`src/inc/bit_i2c_pkg.sv`:
```
/*
 * package for the bit-level two-wire serial interface: register offsets,
 * field positions, reset values, timing counts and the packed carriers.
 * assumes nothing of its surroundings; only the interface module refers to it by scope, the line filter does not.
 */
package bit_i2c_pkg;

    // ----------------------------------------------------------------
    // register map (byte offsets on the plain register port)
    // ----------------------------------------------------------------
    localparam logic [3:0] OFS_INT_CTRL = 4'h0;   // serial_int_ctrl_reg
    localparam logic [3:0] OFS_BIT_DATA = 4'h1;   // single_bit_data_reg
    localparam logic [3:0] OFS_CTRL_STS = 4'h2;   // serial_ctrl_status_reg
    localparam logic [3:0] OFS_IRQ_STS  = 4'h3;   // sticky event status, read only
    localparam logic [3:0] OFS_IRQ_CLR  = 4'h4;   // write one to clear, write only
    localparam logic [3:0] OFS_IRQ_EN   = 4'h5;   // event enable

    // ----------------------------------------------------------------
    // field positions
    // ----------------------------------------------------------------
    // control/status register
    localparam int CS_MASTER = 0;                  // master mode, rw
    localparam int CS_SCL_HI = 1;                  // software scl release, rw
    localparam int CS_RESUME = 2;                  // write 1: resume next bit
    localparam int CS_CLH    = 3;                  // clock_rise_seen, ro
    localparam int CS_RBF    = 4;                  // read_bit_finished, ro
    localparam int CS_WBF    = 5;                  // write_bit_finished, ro
    localparam int CS_BB     = 6;                  // bus_busy_flag, ro
    localparam int CS_HOLD   = 7;                  // scl held low by hardware, ro
    // single-bit data register
    localparam int BD_TX     = 0;                  // tx_bit_out, rw
    localparam int BD_RX     = 1;                  // rx_bit_in, ro
    // interrupt control register
    localparam int IC_SI     = 0;                  // serial interrupt request, w1 clears
    // event bits of the status/clear/enable registers
    localparam int EV_START  = 0;
    localparam int EV_STOP   = 1;
    localparam int EV_BIT    = 2;
    localparam int EV_ARB    = 3;
    localparam int EV_W      = 4;

    // ----------------------------------------------------------------
    // reset values and timing
    // ----------------------------------------------------------------
    localparam logic [7:0] RST_CTRL  = 8'h02;       // slave, scl released
    localparam int CLK_MHZ           = 125;         // system clock rate
    localparam int FILT_NS           = 48;          // glitch filter time
    localparam int FILT_CYC          = (FILT_NS * CLK_MHZ + 999) / 1000;
    localparam int HALF_NS           = 5000;        // automatic scl half period
    localparam int HALF_CYC          = (HALF_NS * CLK_MHZ) / 1000;

    // ----------------------------------------------------------------
    // carriers
    // ----------------------------------------------------------------
    typedef struct packed {
        logic [3:0] addr;                           // register offset
        logic [7:0] wdata;                          // write data
        logic       wr;                             // write strobe
        logic       rd;                             // read strobe
    } reg_req_type;

    typedef struct packed {
        logic scl;                                  // filtered scl level
        logic sda;                                  // filtered sda level
    } line_type;

endpackage : bit_i2c_pkg

```
`src/logic/line_filter.sv`:
```
/*
 * two-stage synchroniser plus a stability filter for one bus line.
 * assumes an asynchronous pin input; output changes only after the
 * synchronised level has stood for a full filter time.
 */
`timescale 1ns/1ps
module line_filter #(
    parameter int CYC = 6                           // cycles of stability required
) (
    input  wire logic clk_i,                        // system clock
    input  wire logic rst_i,                        // sync reset, high
    input  wire logic pin_i,                        // raw pin level
    output logic      lvl_o                         // filtered level
);
    initial begin
        if (CYC < 1 || CYC > 255) $error("line_filter: CYC out of range");
    end

    typedef struct packed {
        logic       s1;                             // first sync stage
        logic       s2;                             // second sync stage
        logic [7:0] cnt;                            // stability counter
        logic       lvl;                            // accepted level
    } st_type;

    st_type st_r;                                   // state
    st_type st_nxt;                                 // next state

    // ----------------------------------------------------------------
    // filter
    // ----------------------------------------------------------------
    // idle bus is high, so reset to high to avoid a false start
    always_comb begin
        st_nxt    = st_r;
        st_nxt.s1 = pin_i;
        st_nxt.s2 = st_r.s1;
        if (st_r.s2 == st_r.lvl) begin
            st_nxt.cnt = 8'h00;                     // agrees: nothing pending
        end else if (st_r.cnt == 8'(CYC - 1)) begin
            st_nxt.lvl = st_r.s2;                   // stood long enough
            st_nxt.cnt = 8'h00;
        end else begin
            st_nxt.cnt = st_r.cnt + 8'h01;
        end
    end

    always_ff @(posedge clk_i) begin
        if (rst_i) begin
            st_r <= '{s1: 1'b1, s2: 1'b1, cnt: 8'h00, lvl: 1'b1};
        end else begin
            st_r <= st_nxt;
        end
    end

    assign lvl_o = st_r.lvl;

endmodule : line_filter

```
`src/logic/bit_i2c.sv`:
```
/*
 * bit-level two-wire serial interface: filters the lines, finds start,
 * stop and clock edges, latches bits, stretches scl between bits and
 * generates scl pulses in master mode. software does bytes and acks.
 * assumes a plain register port on clk_i and open-drain pads outside.
 */
// Added by the designer: the register offsets and the address-and-strobe port.
`timescale 1ns/1ps
module bit_i2c #(
    parameter int FILT = bit_i2c_pkg::FILT_CYC,     // filter cycles
    parameter int HALF = bit_i2c_pkg::HALF_CYC      // automatic scl half period
) (
    input  wire logic       clk_i,                  // 125 MHz clock
    input  wire logic       rst_i,                  // sync reset, high
    input  wire logic [3:0] addr_i,                 // register offset
    input  wire logic [7:0] wdata_i,                // write data
    input  wire logic       wr_i,                   // write strobe
    input  wire logic       rd_i,                   // read strobe
    output logic      [7:0] rdata_o,                // read data, cycle after rd
    output logic            irq_o,                  // level interrupt
    input  wire logic       scl_i,                  // scl pin level
    output logic            scl_o,                  // scl output value (0)
    output logic            scl_oe_n_o,             // low while pulling scl low
    input  wire logic       sda_i,                  // sda pin level
    output logic            sda_o,                  // sda output value (0)
    output logic            sda_oe_n_o              // low while pulling sda low
);
    initial begin
        if (HALF < 2 || HALF > 65535) $error("bit_i2c: HALF out of range");
        if (FILT < 1 || FILT > 255) $error("bit_i2c: FILT out of range");
    end

    localparam int EW = bit_i2c_pkg::EV_W;

    typedef struct packed {
        bit_i2c_pkg::line_type prev;                // last filtered levels
        logic          master;                      // master mode
        logic          scl_sw;                      // software scl release
        logic          clock_rise_seen;                         // clock_rise_seen
        logic          read_bit_finished;                         // read_bit_finished
        logic          write_bit_finished;                         // write_bit_finished
        logic          bb;                          // bus_busy_flag
        logic          hold;                        // stretching scl
        logic          arb;                         // arbitration lost this bit
        logic          tx;                          // tx_bit_out
        logic          rx;                          // rx_bit_in
        logic          si;                          // serial interrupt request
        logic          start_armed;                 // start seen, awaiting fall
        logic          auto_run;                    // automatic pulse running
        logic          auto_hi;                     // automatic pulse high phase
        logic [15:0]   tmr;                         // half-period timer
        logic [EW-1:0] ev;                          // sticky events
        logic [EW-1:0] en;                          // event enables
        logic [7:0]    rdata;                       // read data register
    } st_type;

    st_type                st_r;                    // state
    st_type                st_nxt;                  // next state
    bit_i2c_pkg::line_type ln;                      // filtered lines
    bit_i2c_pkg::reg_req_type req;                  // register request
    logic                  scl_rise;                // filtered scl edges
    logic                  scl_fall;
    logic                  start_det;               // start condition
    logic                  stop_det;                // stop condition
    logic                  drive_scl_low;           // own scl pull-down
    logic                  drive_sda_low;           // own sda pull-down

    // ----------------------------------------------------------------
    // line filters
    // ----------------------------------------------------------------
    // nothing below looks at the raw pins, only at the filtered levels
    line_filter #(.CYC(FILT)) u_scl_filt (
        .clk_i (clk_i),
        .rst_i (rst_i),
        .pin_i (scl_i),
        .lvl_o (ln.scl)
    );
    line_filter #(.CYC(FILT)) u_sda_filt (
        .clk_i (clk_i),
        .rst_i (rst_i),
        .pin_i (sda_i),
        .lvl_o (ln.sda)
    );

    assign req = '{addr: addr_i, wdata: wdata_i, wr: wr_i, rd: rd_i};

    // ----------------------------------------------------------------
    // condition and edge detection
    // ----------------------------------------------------------------
    assign scl_rise  = ln.scl & ~st_r.prev.scl;
    assign scl_fall  = ~ln.scl & st_r.prev.scl;
    assign start_det = st_r.prev.scl & ln.scl & st_r.prev.sda & ~ln.sda;
    assign stop_det  = st_r.prev.scl & ln.scl & ~st_r.prev.sda & ln.sda;

    // ----------------------------------------------------------------
    // main next-state logic
    // ----------------------------------------------------------------
    always_comb begin
        logic [EW-1:0] ev_set;                      // events this cycle
        logic          resume;                      // software resumes
        logic          bit_wr;                      // write of bit register
        ev_set = '0;
        resume = 1'b0;
        bit_wr = 1'b0;
        st_nxt = st_r;
        st_nxt.prev = ln;

        // register writes
        if (req.wr) begin
            unique case (req.addr)
                bit_i2c_pkg::OFS_INT_CTRL: begin
                    if (req.wdata[bit_i2c_pkg::IC_SI]) st_nxt.si = 1'b0;
                end
                bit_i2c_pkg::OFS_BIT_DATA: begin
                    st_nxt.tx = req.wdata[bit_i2c_pkg::BD_TX];
                    bit_wr    = 1'b1;               // also resumes the bit
                end
                bit_i2c_pkg::OFS_CTRL_STS: begin
                    st_nxt.master = req.wdata[bit_i2c_pkg::CS_MASTER];
                    st_nxt.scl_sw = req.wdata[bit_i2c_pkg::CS_SCL_HI];
                    resume        = req.wdata[bit_i2c_pkg::CS_RESUME];
                end
                bit_i2c_pkg::OFS_IRQ_CLR: st_nxt.ev = st_r.ev & ~req.wdata[EW-1:0];
                bit_i2c_pkg::OFS_IRQ_EN:  st_nxt.en = req.wdata[EW-1:0];
                default: ;                          // unmapped writes ignored
            endcase
        end

        // resume: release scl and clear the three flags at once
        if (resume || bit_wr) begin
            st_nxt.hold = 1'b0;
            st_nxt.clock_rise_seen  = 1'b0;
            st_nxt.read_bit_finished  = 1'b0;
            st_nxt.write_bit_finished  = 1'b0;
            st_nxt.arb  = 1'b0;
        end
        // in master mode a bit register write starts an automatic pulse
        if (bit_wr && st_r.master && !st_r.auto_run) begin
            st_nxt.auto_run = 1'b1;
            st_nxt.auto_hi  = 1'b0;
            st_nxt.tmr      = 16'(HALF - 1);
        end

        // automatic clock: low half for data setup, then high half
        if (st_r.auto_run) begin
            if (st_r.tmr != 16'h0000) begin
                if (!(st_r.auto_hi && !ln.scl)) st_nxt.tmr = st_r.tmr - 16'h0001;
            end else if (!st_r.auto_hi) begin
                st_nxt.auto_hi = 1'b1;
                st_nxt.tmr     = 16'(HALF - 1);
            end else begin
                st_nxt.auto_run = 1'b0;
                st_nxt.auto_hi  = 1'b0;
            end
        end

        // bit sampling on scl rise; arbitration check on the same edge
        if (scl_rise) begin
            st_nxt.clock_rise_seen = 1'b1;
            st_nxt.rx  = ln.sda;
            if (st_r.tx && !ln.sda) st_nxt.arb = 1'b1;
        end
        // pulse complete on scl fall: finished flags and stretch
        if (scl_fall && !st_r.start_armed) begin
            st_nxt.read_bit_finished  = 1'b1;
            st_nxt.write_bit_finished  = ~(st_r.arb | (st_r.tx & ~st_r.prev.sda));
            st_nxt.hold = 1'b1;
            ev_set[bit_i2c_pkg::EV_BIT] = 1'b1;
            if (st_nxt.arb || (st_r.tx && !st_r.prev.sda)) ev_set[bit_i2c_pkg::EV_ARB] = 1'b1;
        end

        // start: set busy, wait for first scl fall to interrupt
        if (start_det) begin
            st_nxt.bb          = 1'b1;
            st_nxt.start_armed = 1'b1;
            ev_set[bit_i2c_pkg::EV_START] = 1'b1;
        end else if (scl_fall && st_r.start_armed) begin
            st_nxt.start_armed = 1'b0;
            st_nxt.si          = 1'b1;
            st_nxt.hold        = 1'b1;
        end
        if (stop_det) begin
            st_nxt.bb          = 1'b0;
            st_nxt.start_armed = 1'b0;
            ev_set[bit_i2c_pkg::EV_STOP] = 1'b1;
        end

        // sticky events: a set in the clear cycle wins
        st_nxt.ev = st_nxt.ev | ev_set;

        // read data, valid the cycle after the strobe
        st_nxt.rdata = 8'h00;
        if (req.rd) begin
            unique case (req.addr)
                bit_i2c_pkg::OFS_INT_CTRL: st_nxt.rdata[bit_i2c_pkg::IC_SI] = st_r.si;
                bit_i2c_pkg::OFS_BIT_DATA: begin
                    st_nxt.rdata[bit_i2c_pkg::BD_TX] = st_r.tx;
                    st_nxt.rdata[bit_i2c_pkg::BD_RX] = st_r.rx;
                end
                bit_i2c_pkg::OFS_CTRL_STS: begin
                    st_nxt.rdata[bit_i2c_pkg::CS_MASTER] = st_r.master;
                    st_nxt.rdata[bit_i2c_pkg::CS_SCL_HI] = st_r.scl_sw;
                    st_nxt.rdata[bit_i2c_pkg::CS_CLH]    = st_r.clock_rise_seen;
                    st_nxt.rdata[bit_i2c_pkg::CS_RBF]    = st_r.read_bit_finished;
                    st_nxt.rdata[bit_i2c_pkg::CS_WBF]    = st_r.write_bit_finished;
                    st_nxt.rdata[bit_i2c_pkg::CS_BB]     = st_r.bb;
                    st_nxt.rdata[bit_i2c_pkg::CS_HOLD]   = st_r.hold;
                end
                bit_i2c_pkg::OFS_IRQ_STS: st_nxt.rdata[EW-1:0] = st_r.ev;
                bit_i2c_pkg::OFS_IRQ_EN:  st_nxt.rdata[EW-1:0] = st_r.en;
                default: ;                          // unmapped reads zero
            endcase
        end
    end

    // ----------------------------------------------------------------
    // state register
    // ----------------------------------------------------------------
    always_ff @(posedge clk_i) begin
        if (rst_i) begin
            st_r        <= '0;
            st_r.prev   <= '{scl: 1'b1, sda: 1'b1};
            st_r.master <= bit_i2c_pkg::RST_CTRL[bit_i2c_pkg::CS_MASTER];
            st_r.scl_sw <= bit_i2c_pkg::RST_CTRL[bit_i2c_pkg::CS_SCL_HI];
            st_r.tx     <= 1'b1;                    // released after reset
        end else begin
            st_r <= st_nxt;
        end
    end

    // ----------------------------------------------------------------
    // pin drive
    // ----------------------------------------------------------------
    // stretching overrides everything; a master without a running pulse
    // follows the software scl bit, which is how manual clocking works
    assign drive_scl_low = st_r.hold
                         | (st_r.auto_run & ~st_r.auto_hi)
                         | (~st_r.auto_run & ~st_r.scl_sw);
    // data changes only while scl is low so it never fakes a start or stop;
    // a line already pulled low stays pulled through the scl rise, so the
    // filter lag on scl can never open a one-cycle stop on the wire
    assign drive_sda_low = ~st_r.tx & (~ln.scl | ~st_r.prev.sda);
    assign scl_o      = 1'b0;
    assign sda_o      = 1'b0;
    assign scl_oe_n_o = ~drive_scl_low;
    assign sda_oe_n_o = ~drive_sda_low;
    assign rdata_o    = st_r.rdata;
    assign irq_o      = st_r.si | (|(st_r.ev & st_r.en));

    // ----------------------------------------------------------------
    // assertions
    // ----------------------------------------------------------------
    AST_STOP_CLEARS_BB: assert property (@(posedge clk_i) disable iff (rst_i)
        stop_det |=> !st_r.bb) else $error("busy not cleared by stop");
    AST_START_SETS_BB: assert property (@(posedge clk_i) disable iff (rst_i)
        start_det && !stop_det |=> st_r.bb) else $error("busy not set");
    AST_RISE_CLH: assert property (@(posedge clk_i) disable iff (rst_i)
        scl_rise |=> st_r.clock_rise_seen && st_r.rx == $past(ln.sda)) else $error("rise not captured");
    AST_FALL_HOLD: assert property (@(posedge clk_i) disable iff (rst_i)
        scl_fall && !st_r.start_armed && !(wr_i) |=> st_r.read_bit_finished && st_r.hold && !scl_oe_n_o)
        else $error("no stretch after bit");
    AST_ARB_NO_WBF: assert property (@(posedge clk_i) disable iff (rst_i)
        scl_fall && !st_r.start_armed && st_r.arb |=> !st_r.write_bit_finished) else $error("wbf despite loss");
    AST_START_IRQ: assert property (@(posedge clk_i) disable iff (rst_i)
        scl_fall && st_r.start_armed && !start_det |=> st_r.si && irq_o) else $error("no start irq");
    AST_RESUME: assert property (@(posedge clk_i) disable iff (rst_i)
        wr_i && addr_i == bit_i2c_pkg::OFS_CTRL_STS && wdata_i[bit_i2c_pkg::CS_RESUME] && !scl_rise
        && !scl_fall |=> !st_r.hold && !st_r.clock_rise_seen && !st_r.read_bit_finished && !st_r.write_bit_finished) else $error("resume");
    // each assertion guards one rule; a stretch may legally keep scl low
    AST_AUTO_PULSE: assert property (@(posedge clk_i) disable iff (rst_i)
        $rose(st_r.auto_hi) && !st_r.hold |-> scl_oe_n_o) else $error("auto pulse");
    AST_AUTO_LOW: assert property (@(posedge clk_i) disable iff (rst_i)
        wr_i && addr_i == bit_i2c_pkg::OFS_BIT_DATA && st_r.master && !st_r.auto_run
        |=> st_r.auto_run && !scl_oe_n_o) else $error("auto pulse not started");
    AST_SDA_HIGH: assert property (@(posedge clk_i) disable iff (rst_i)
        ln.scl && sda_oe_n_o |=> sda_oe_n_o || !ln.scl || !st_r.prev.sda) else $error("sda moved");
    AST_FILT_STABLE: assert property (@(posedge clk_i) disable iff (rst_i)
        $changed(ln.scl) |=> $stable(ln.scl)) else $error("filter glitch passed");
    COV_START: cover property (@(posedge clk_i) start_det);
    COV_STOP: cover property (@(posedge clk_i) stop_det);
    COV_AUTO: cover property (@(posedge clk_i) $fell(st_r.auto_run));
    COV_ARB: cover property (@(posedge clk_i) st_r.arb);
    COV_RESUME: cover property (@(posedge clk_i) st_r.hold ##1 !st_r.hold);

endmodule : bit_i2c

```
`config.mk`:
```
export PLATFORM = sky130hd
export DESIGN_NAME = bit_i2c
export DESIGN_NICKNAME = d
export VERILOG_FILES = /design/src/inc/bit_i2c_pkg.sv /design/src/logic/line_filter.sv /design/src/logic/bit_i2c.sv
export SDC_FILE = /design/constraint.sdc
export NUM_CORES = 1
export LEC_CHECK = 0
export ABC_CLOCK_PERIOD_IN_PS = 2200
export BUFFER_PORTS_ARGS = -buffer_cell sky130_fd_sc_hd__buf_4
export CORE_AREA = 2 2 82 84
export DETAILED_ROUTE_END_ITERATION = 8
export DIE_AREA = 0 0 84 86
export PLACE_DENSITY = 0.85
export SLEW_MARGIN = 10
export SYNTH_ARGS = -nofsm -noshare
export SYNTH_HDL_FRONTEND = slang
export SYNTH_HIERARCHICAL = 1
export SYNTH_SLANG_ARGS = --single-unit
```
`constraint.sdc`:
```
create_clock -name clk_i -period 2.2 [get_ports clk_i]
set_input_delay 0.22 -clock clk_i [delete_from_list [all_inputs] [get_ports clk_i]]
set_output_delay 0.22 -clock clk_i [all_outputs]
set_load 0.02 [all_outputs]
```
==> results of run 1 <==
## worst max-delay path by stage
stage	start	to	slack, ns	cells after the start
floorplan	st_r[16]$_SDFF_PP0_	st_r[25]$_SDFF_PP0_	0.21	8
global placement	st_r[16]$_SDFF_PP0_	st_r[25]$_SDFF_PP0_	0.22	8
detailed placement	st_r[16]$_SDFF_PP0_	st_r[25]$_SDFF_PP0_	0.17	8
CTS	st_r[16]$_SDFF_PP0_	st_r[25]$_SDFF_PP0_	0.15	8
global route	st_r[23]$_SDFF_PP0_	st_r[25]$_SDFF_PP0_	0.07	6
finish	st_r[23]$_SDFF_PP0_	st_r[29]$_SDFF_PP0_	0.21	5
## flip-flops by register name, summed over array words and instances (netlist names)
name,flops
u_scl_filt/lvl_o,1
st_r,40
u_sda_filt/lvl_o,1
u_sda_filt/st_nxt,1
rdata_o,8
u_scl_filt/st_nxt,1
u_sda_filt/st_r,9
u_scl_filt/st_r,9
## per-layer routing
layer	global-route usage (%)	vias to the layer above	share of wire [%]
li1	-	1398	-
met1	25.25	1285	47
met2	31.20	62	46
met3	3.946	17	4.4
met4	10.85	0	2.6
met5	0	-	0
## critical path: stages (launching register included)
cell	delay, ns
dfxtp_1	0.37
or4_1	0.60
nor3_1	0.49
nand3_1	0.13
a32oi_1	0.21
o2bb2ai_1	0.08
## cell usage in the layout, fill, tap and decap left out, types with 9 or more instances in the layout
cell,count
nand2_1,31
buf_4,32
o21ai_0,20
nand3_1,23
nor2_1,37
clkbuf_8,10
dfxtp_1,70
nor3_1,9
inv_1,19
or3_1,9
a21oi_1,27
## cell families after synthesis
family          share of synthesized area (%)
xor+xnor                                2.139
other cells                            0.1145
compound gates                          20.55
fa+ha+maj                               1.910
flops                                   42.78
mux                                     2.483
simple gates                            24.03
buf+inv                                 5.997
## area by class of cell
type	instances	area share (%)
Clock buffer	10	3.740
Clock inverter	6	1.258
Inverter	19	1.938
Multi-Input combinational cell	272	45.83
Sequential cell	70	38.08
Tap cell	77	2.618
Timing Repair Buffer	32	6.528
## metrics by stage
step                      total power [W]  setup slack, ns  hold slack (ns)
after floorplan                  0.001360           0.2055           0.2983
after global placement           0.001395           0.2218           0.3945
after detailed placement         0.001398           0.1673           0.3932
after CTS                        0.002334           0.1462          0.03841
after global routing             0.002409          0.07334          0.04008
final                            0.002322           0.2112          0.04735
## power groups by stage
stage                     sequential [W]  clock [W]  combinational, W
after floorplan                  0.00131          0         0.0000541
after global placement           0.00131          0         0.0000883
after detailed placement         0.00131          0         0.0000905
after CTS                        0.00128   0.000966         0.0000912
after global routing             0.00128    0.00103          0.000101
final                            0.00128   0.000953         0.0000914
## repair_timing
action                                  CTS  global route
hold endpoints to repair                  0             0
endpoints found under the setup margin    0             1
gates resized for setup                   0             1
hold buffers                              0             0
==> run metrics, run 1 <==
Worst Path Required=2.44 ns; endpoint class of the critical path=flip-flop; Seq/Total Area, Yosys=42.78%; Sequential cell area=0.001401 mm2; peak supply drop=0.0003817 V; number of synthesis warnings=6; Mapped Avg Cell Area=8.597 um2; Unique masters post-synth=61; vias in the first global route=2573; ys async rst share=0%; P_leak=1.395 nW; die height=86 um; Overflow after GRT=0; Num CTS Buffers=9; Wirelength per Cell=13.86 um; htree depth=3; Final Util=58.62%; fin crit share=90.40%; Die X=84 um; CP arrival=2.23 ns; global-route wire length before repair=11.47 mm; TNS Setup=0 ns; Most used DFF post-synth=dfxtp_1; 1st-iter DRT viols=160; Cell Pwr Density=631.1 mW/mm2; Gate power share=3.9%; Area after DPL=0.003491 mm2; Post-Layout Cell Count=486; worst reg2reg path startpoint=st_r[23]$_SDFF_PP0_; final instance area=0.003680 mm2; synthesized flop and latch total=70; largest net degree at the start of global routing=39; DP HPWL=4.703 mm; unrepaired setup endpoints after global routing=no; run status=finished clean; placed insts=470; Seq pwr share=55.0%; r2r endpoint=st_r[29]$_SDFF_PP0_; antenna-violating nets left=0; f_max=502.8 MHz; DR vias=2762; R2R cell count=5; clk_lat worst skew=0.35 ns; fin crit period=1.989 ns; GP Congestion=0.8476; die area=0.007224 mm2; Max FO, Critical Path=6; Layout fillers=554; root buffer cell=clkbuf_8; PortBufs=24; WS Path Type=reg -> reg; Min-Delay Path Class=in -> reg; Final Hold Viols=0; CTS tree=built; initial antenna violation count=0; # diodes=0; min-delay src=sda_i; internal power=0.001752 W; Total GRT Usage=19.67%; Yosys top cell area share=42.78%; final setup vio count=0; CP Launch Type=flip-flop; Post-CTS Setup Bufs=0; Max-cap violations=0; Post-synth EDFFs=0; layout cells sized above 1=17.11%; Cell Area, Synth=0.003276 mm2; clock sink count=70; Clock Tree Buf Depth=2; First-pass DRT Iterations=4; row cnt=29; vias per std cell=5.683; routed wire length=6.735 mm; clock share of power=41.0%; most numerous cell in the Yosys netlist=dfxtp_1; Core Footprint=0.006277 mm2; starting density of the core=52.18%; hold path endpoint=u_sda_filt/st_nxt[9]$_SDFF_PP1_; area leader, netlist=dfxtp_1; cell count after synthesis=381; area occupied by multi-input gates=0.001687 mm2; clock skew=0.009462 ns; synth cell count leaders=70 x dfxtp_1, 37 x nor2_1, 31 x nand2_1; hold depth=2; switching pwr=0.0005705 W; I/O Pins=31; Synth area leaders=dfxtp_1 43%, nor2_1 4.2%, a21oi_1 4.1%, nand2_1 3.6%, nand3_1 3.5%; Clk pin slew, worst setup/hold paths=0.08 ns; r2r setup slk=0.21 ns; Rel. slew slack=59.54%; # nets final=427; worst-margin pin slew=0.6014 ns; drt drc=0; area delta synth->final=12.34%; switching part of the total=24.57%; Max Slew Vio Count=0
Power figures use the tool's default switching activity.
==> run 2, diff against run 1 <==
- CTS_BUF_LIST: default -> sky130_fd_sc_hd__clkbuf_16
==> run 2 against run 1 <==
- via count grew 0.62%
- hold slack improved by 0.021 ns
- final cell count unchanged
- sequential share of layout area fell by 0.92 points
- maximum frequency grew 0.66%
- clock skew down 0.0034 ns
- sequential power about the same
- total power rose by 16%
- combinational power hardly changed
- largest cell class unchanged
==> run metrics, run 2 (synthesis gave the netlist of run 1 again) <==
run status=finished clean; R2R cell count=8; CTS tree=built; # nets final=427; DP HPWL=4.703 mm; 1st-iter DRT viols=142; Core Footprint=0.006277 mm2; routed wire length=6.713 mm; Total GRT Usage=19.54%; hold depth=2; final setup vio count=0; WS Path Type=reg -> reg; clock sink count=70; Num CTS Buffers=9; largest net degree at the start of global routing=39; vias per std cell=5.718; worst-margin pin slew=0.6076 ns; Cell Pwr Density=711.3 mW/mm2; max FFs per register=40; Max Slew Vio Count=0; root buffer cell=clkbuf_16; Rel. slew slack=59.12%; fin crit share=89.81%; TNS Setup=0 ns; crit path max-delay cell type=and2_1; die height=86 um; commonest non-fill, non-tap cell in the layout=dfxtp_1; initial antenna violation count=0; Final Hold Viols=0; cell chain of the critical path=inv_1 > ha_1 > nor3b_2 > nand4_2 > buf_4 > and2_1 > a21oi_1 > o211a_1; peak supply drop=0.0005485 V; htree depth=3; row cnt=29; largest register by flop count=st_r; global-route wire length before repair=11.44 mm; starting density of the core=52.18%; die area=0.007224 mm2; unrepaired setup endpoints after global routing=no; most frequent cells in the layout=70 x dfxtp_1, 37 x nor2_1, 32 x buf_4; Overflow after GRT=0; Min-Delay Path Class=in -> reg; CTS Hold Bufs=0; Clk pin slew, worst setup/hold paths=0.06 ns; Wirelength per Cell=13.81 um; Max-cap violations=0; area delta synth->final=15.13%; GP Congestion=0.8476; Max FO, Critical Path=10; drt drc=0; vias in the first global route=2565; CP max stage delay=0.38 ns; biggest registers after layout=st_r: 40 flops, u_scl_filt/st_r: 9 flops, u_sda_filt/st_r: 9 flops; P_leak=1.435 nW; clock skew=0.006095 ns; PortBufs=24; CP Launch Type=flip-flop; CP arrival=2.20 ns; DR vias=2779; f_max=506.1 MHz; I/O Pins=31; endpoint class of the critical path=flip-flop; Clock Tree Buf Depth=2; layout cells sized above 1=16.87%; Worst Path Required=2.42 ns; clk_lat worst skew=0.33 ns; antenna-violating nets left=0; Final Util=60.08%; # diodes=0; Die X=84 um; First-pass DRT Iterations=5; fin crit period=1.976 ns
## run 2: final timing paths
kind	slack [ns]	start	to
min reg2reg	0.41	u_sda_filt/st_nxt[9]$_SDFF_PP1_	u_sda_filt/st_r[9]$_SDFF_PP1_
max reg2reg	0.22	st_r[16]$_SDFF_PP0_	st_r[25]$_SDFF_PP0_
min	0.07	sda_i	u_sda_filt/st_nxt[9]$_SDFF_PP1_
max	0.22	st_r[16]$_SDFF_PP0_	st_r[25]$_SDFF_PP0_
## run 2: power by group
part           leakage, nW  internal, W  switching, W
sequential           0.565      0.00127    0.00000488
combinational        0.741    0.0000342     0.0000573
clock                0.129     0.000763      0.000548
## run 2: routing by layer
layer	wire (um)	share of wire (%)	GRT usage, %	vias to the layer above
met5	0	0	0	-
met4	212	3.2	11.00	0
met3	328	4.9	4.235	20
met2	2991	45	30.91	79
met1	3181	47	24.87	1278
li1	-	-	-	1402
## run 2: cell type report
type / instances / area (um2)
fillers: 534 / 2506
inverters: 19 / 71.32
well taps: 77 / 96.34
repair buffers: 32 / 240.2
multi-input cells: 272 / 1687
clock inverters: 7 / 50.05
flip-flops and latches: 70 / 1401
clock buffers: 9 / 225.2
## run 2: metrics by stage
stage	area (um2)	setup WS, ns	instances	hold slack (ns)	power (W)
after floorplan	3279	0.2055	382	0.2983	0.001360
after global placement	3491	0.2218	470	0.3945	0.001395
after detailed placement	3491	0.1673	470	0.3932	0.001398
after CTS	3766	0.1482	486	0.06256	0.002700
after global routing	3771	0.07585	486	0.06755	0.002771
final	3771	0.2242	486	0.06865	0.002682
## run 2: critical path: cells and delay by family, from the launching register on
| kind | cells | cell delay [ns] |
|---|---|---|
| and+or+nand+nor | 3 | 0.68 |
| AOI/OAI and AO/OA | 2 | 0.36 |
| buffers and inverters | 2 | 0.23 |
| DFF | 1 | 0.36 |
| adders and majority gates | 1 | 0.24 |
## run 2: what timing repair did
item / 4_1_cts / 5_1_grt
resized for setup: 0 / 1
endpoints found under the setup margin: 0 / 1
buffers inserted: 0 / 0
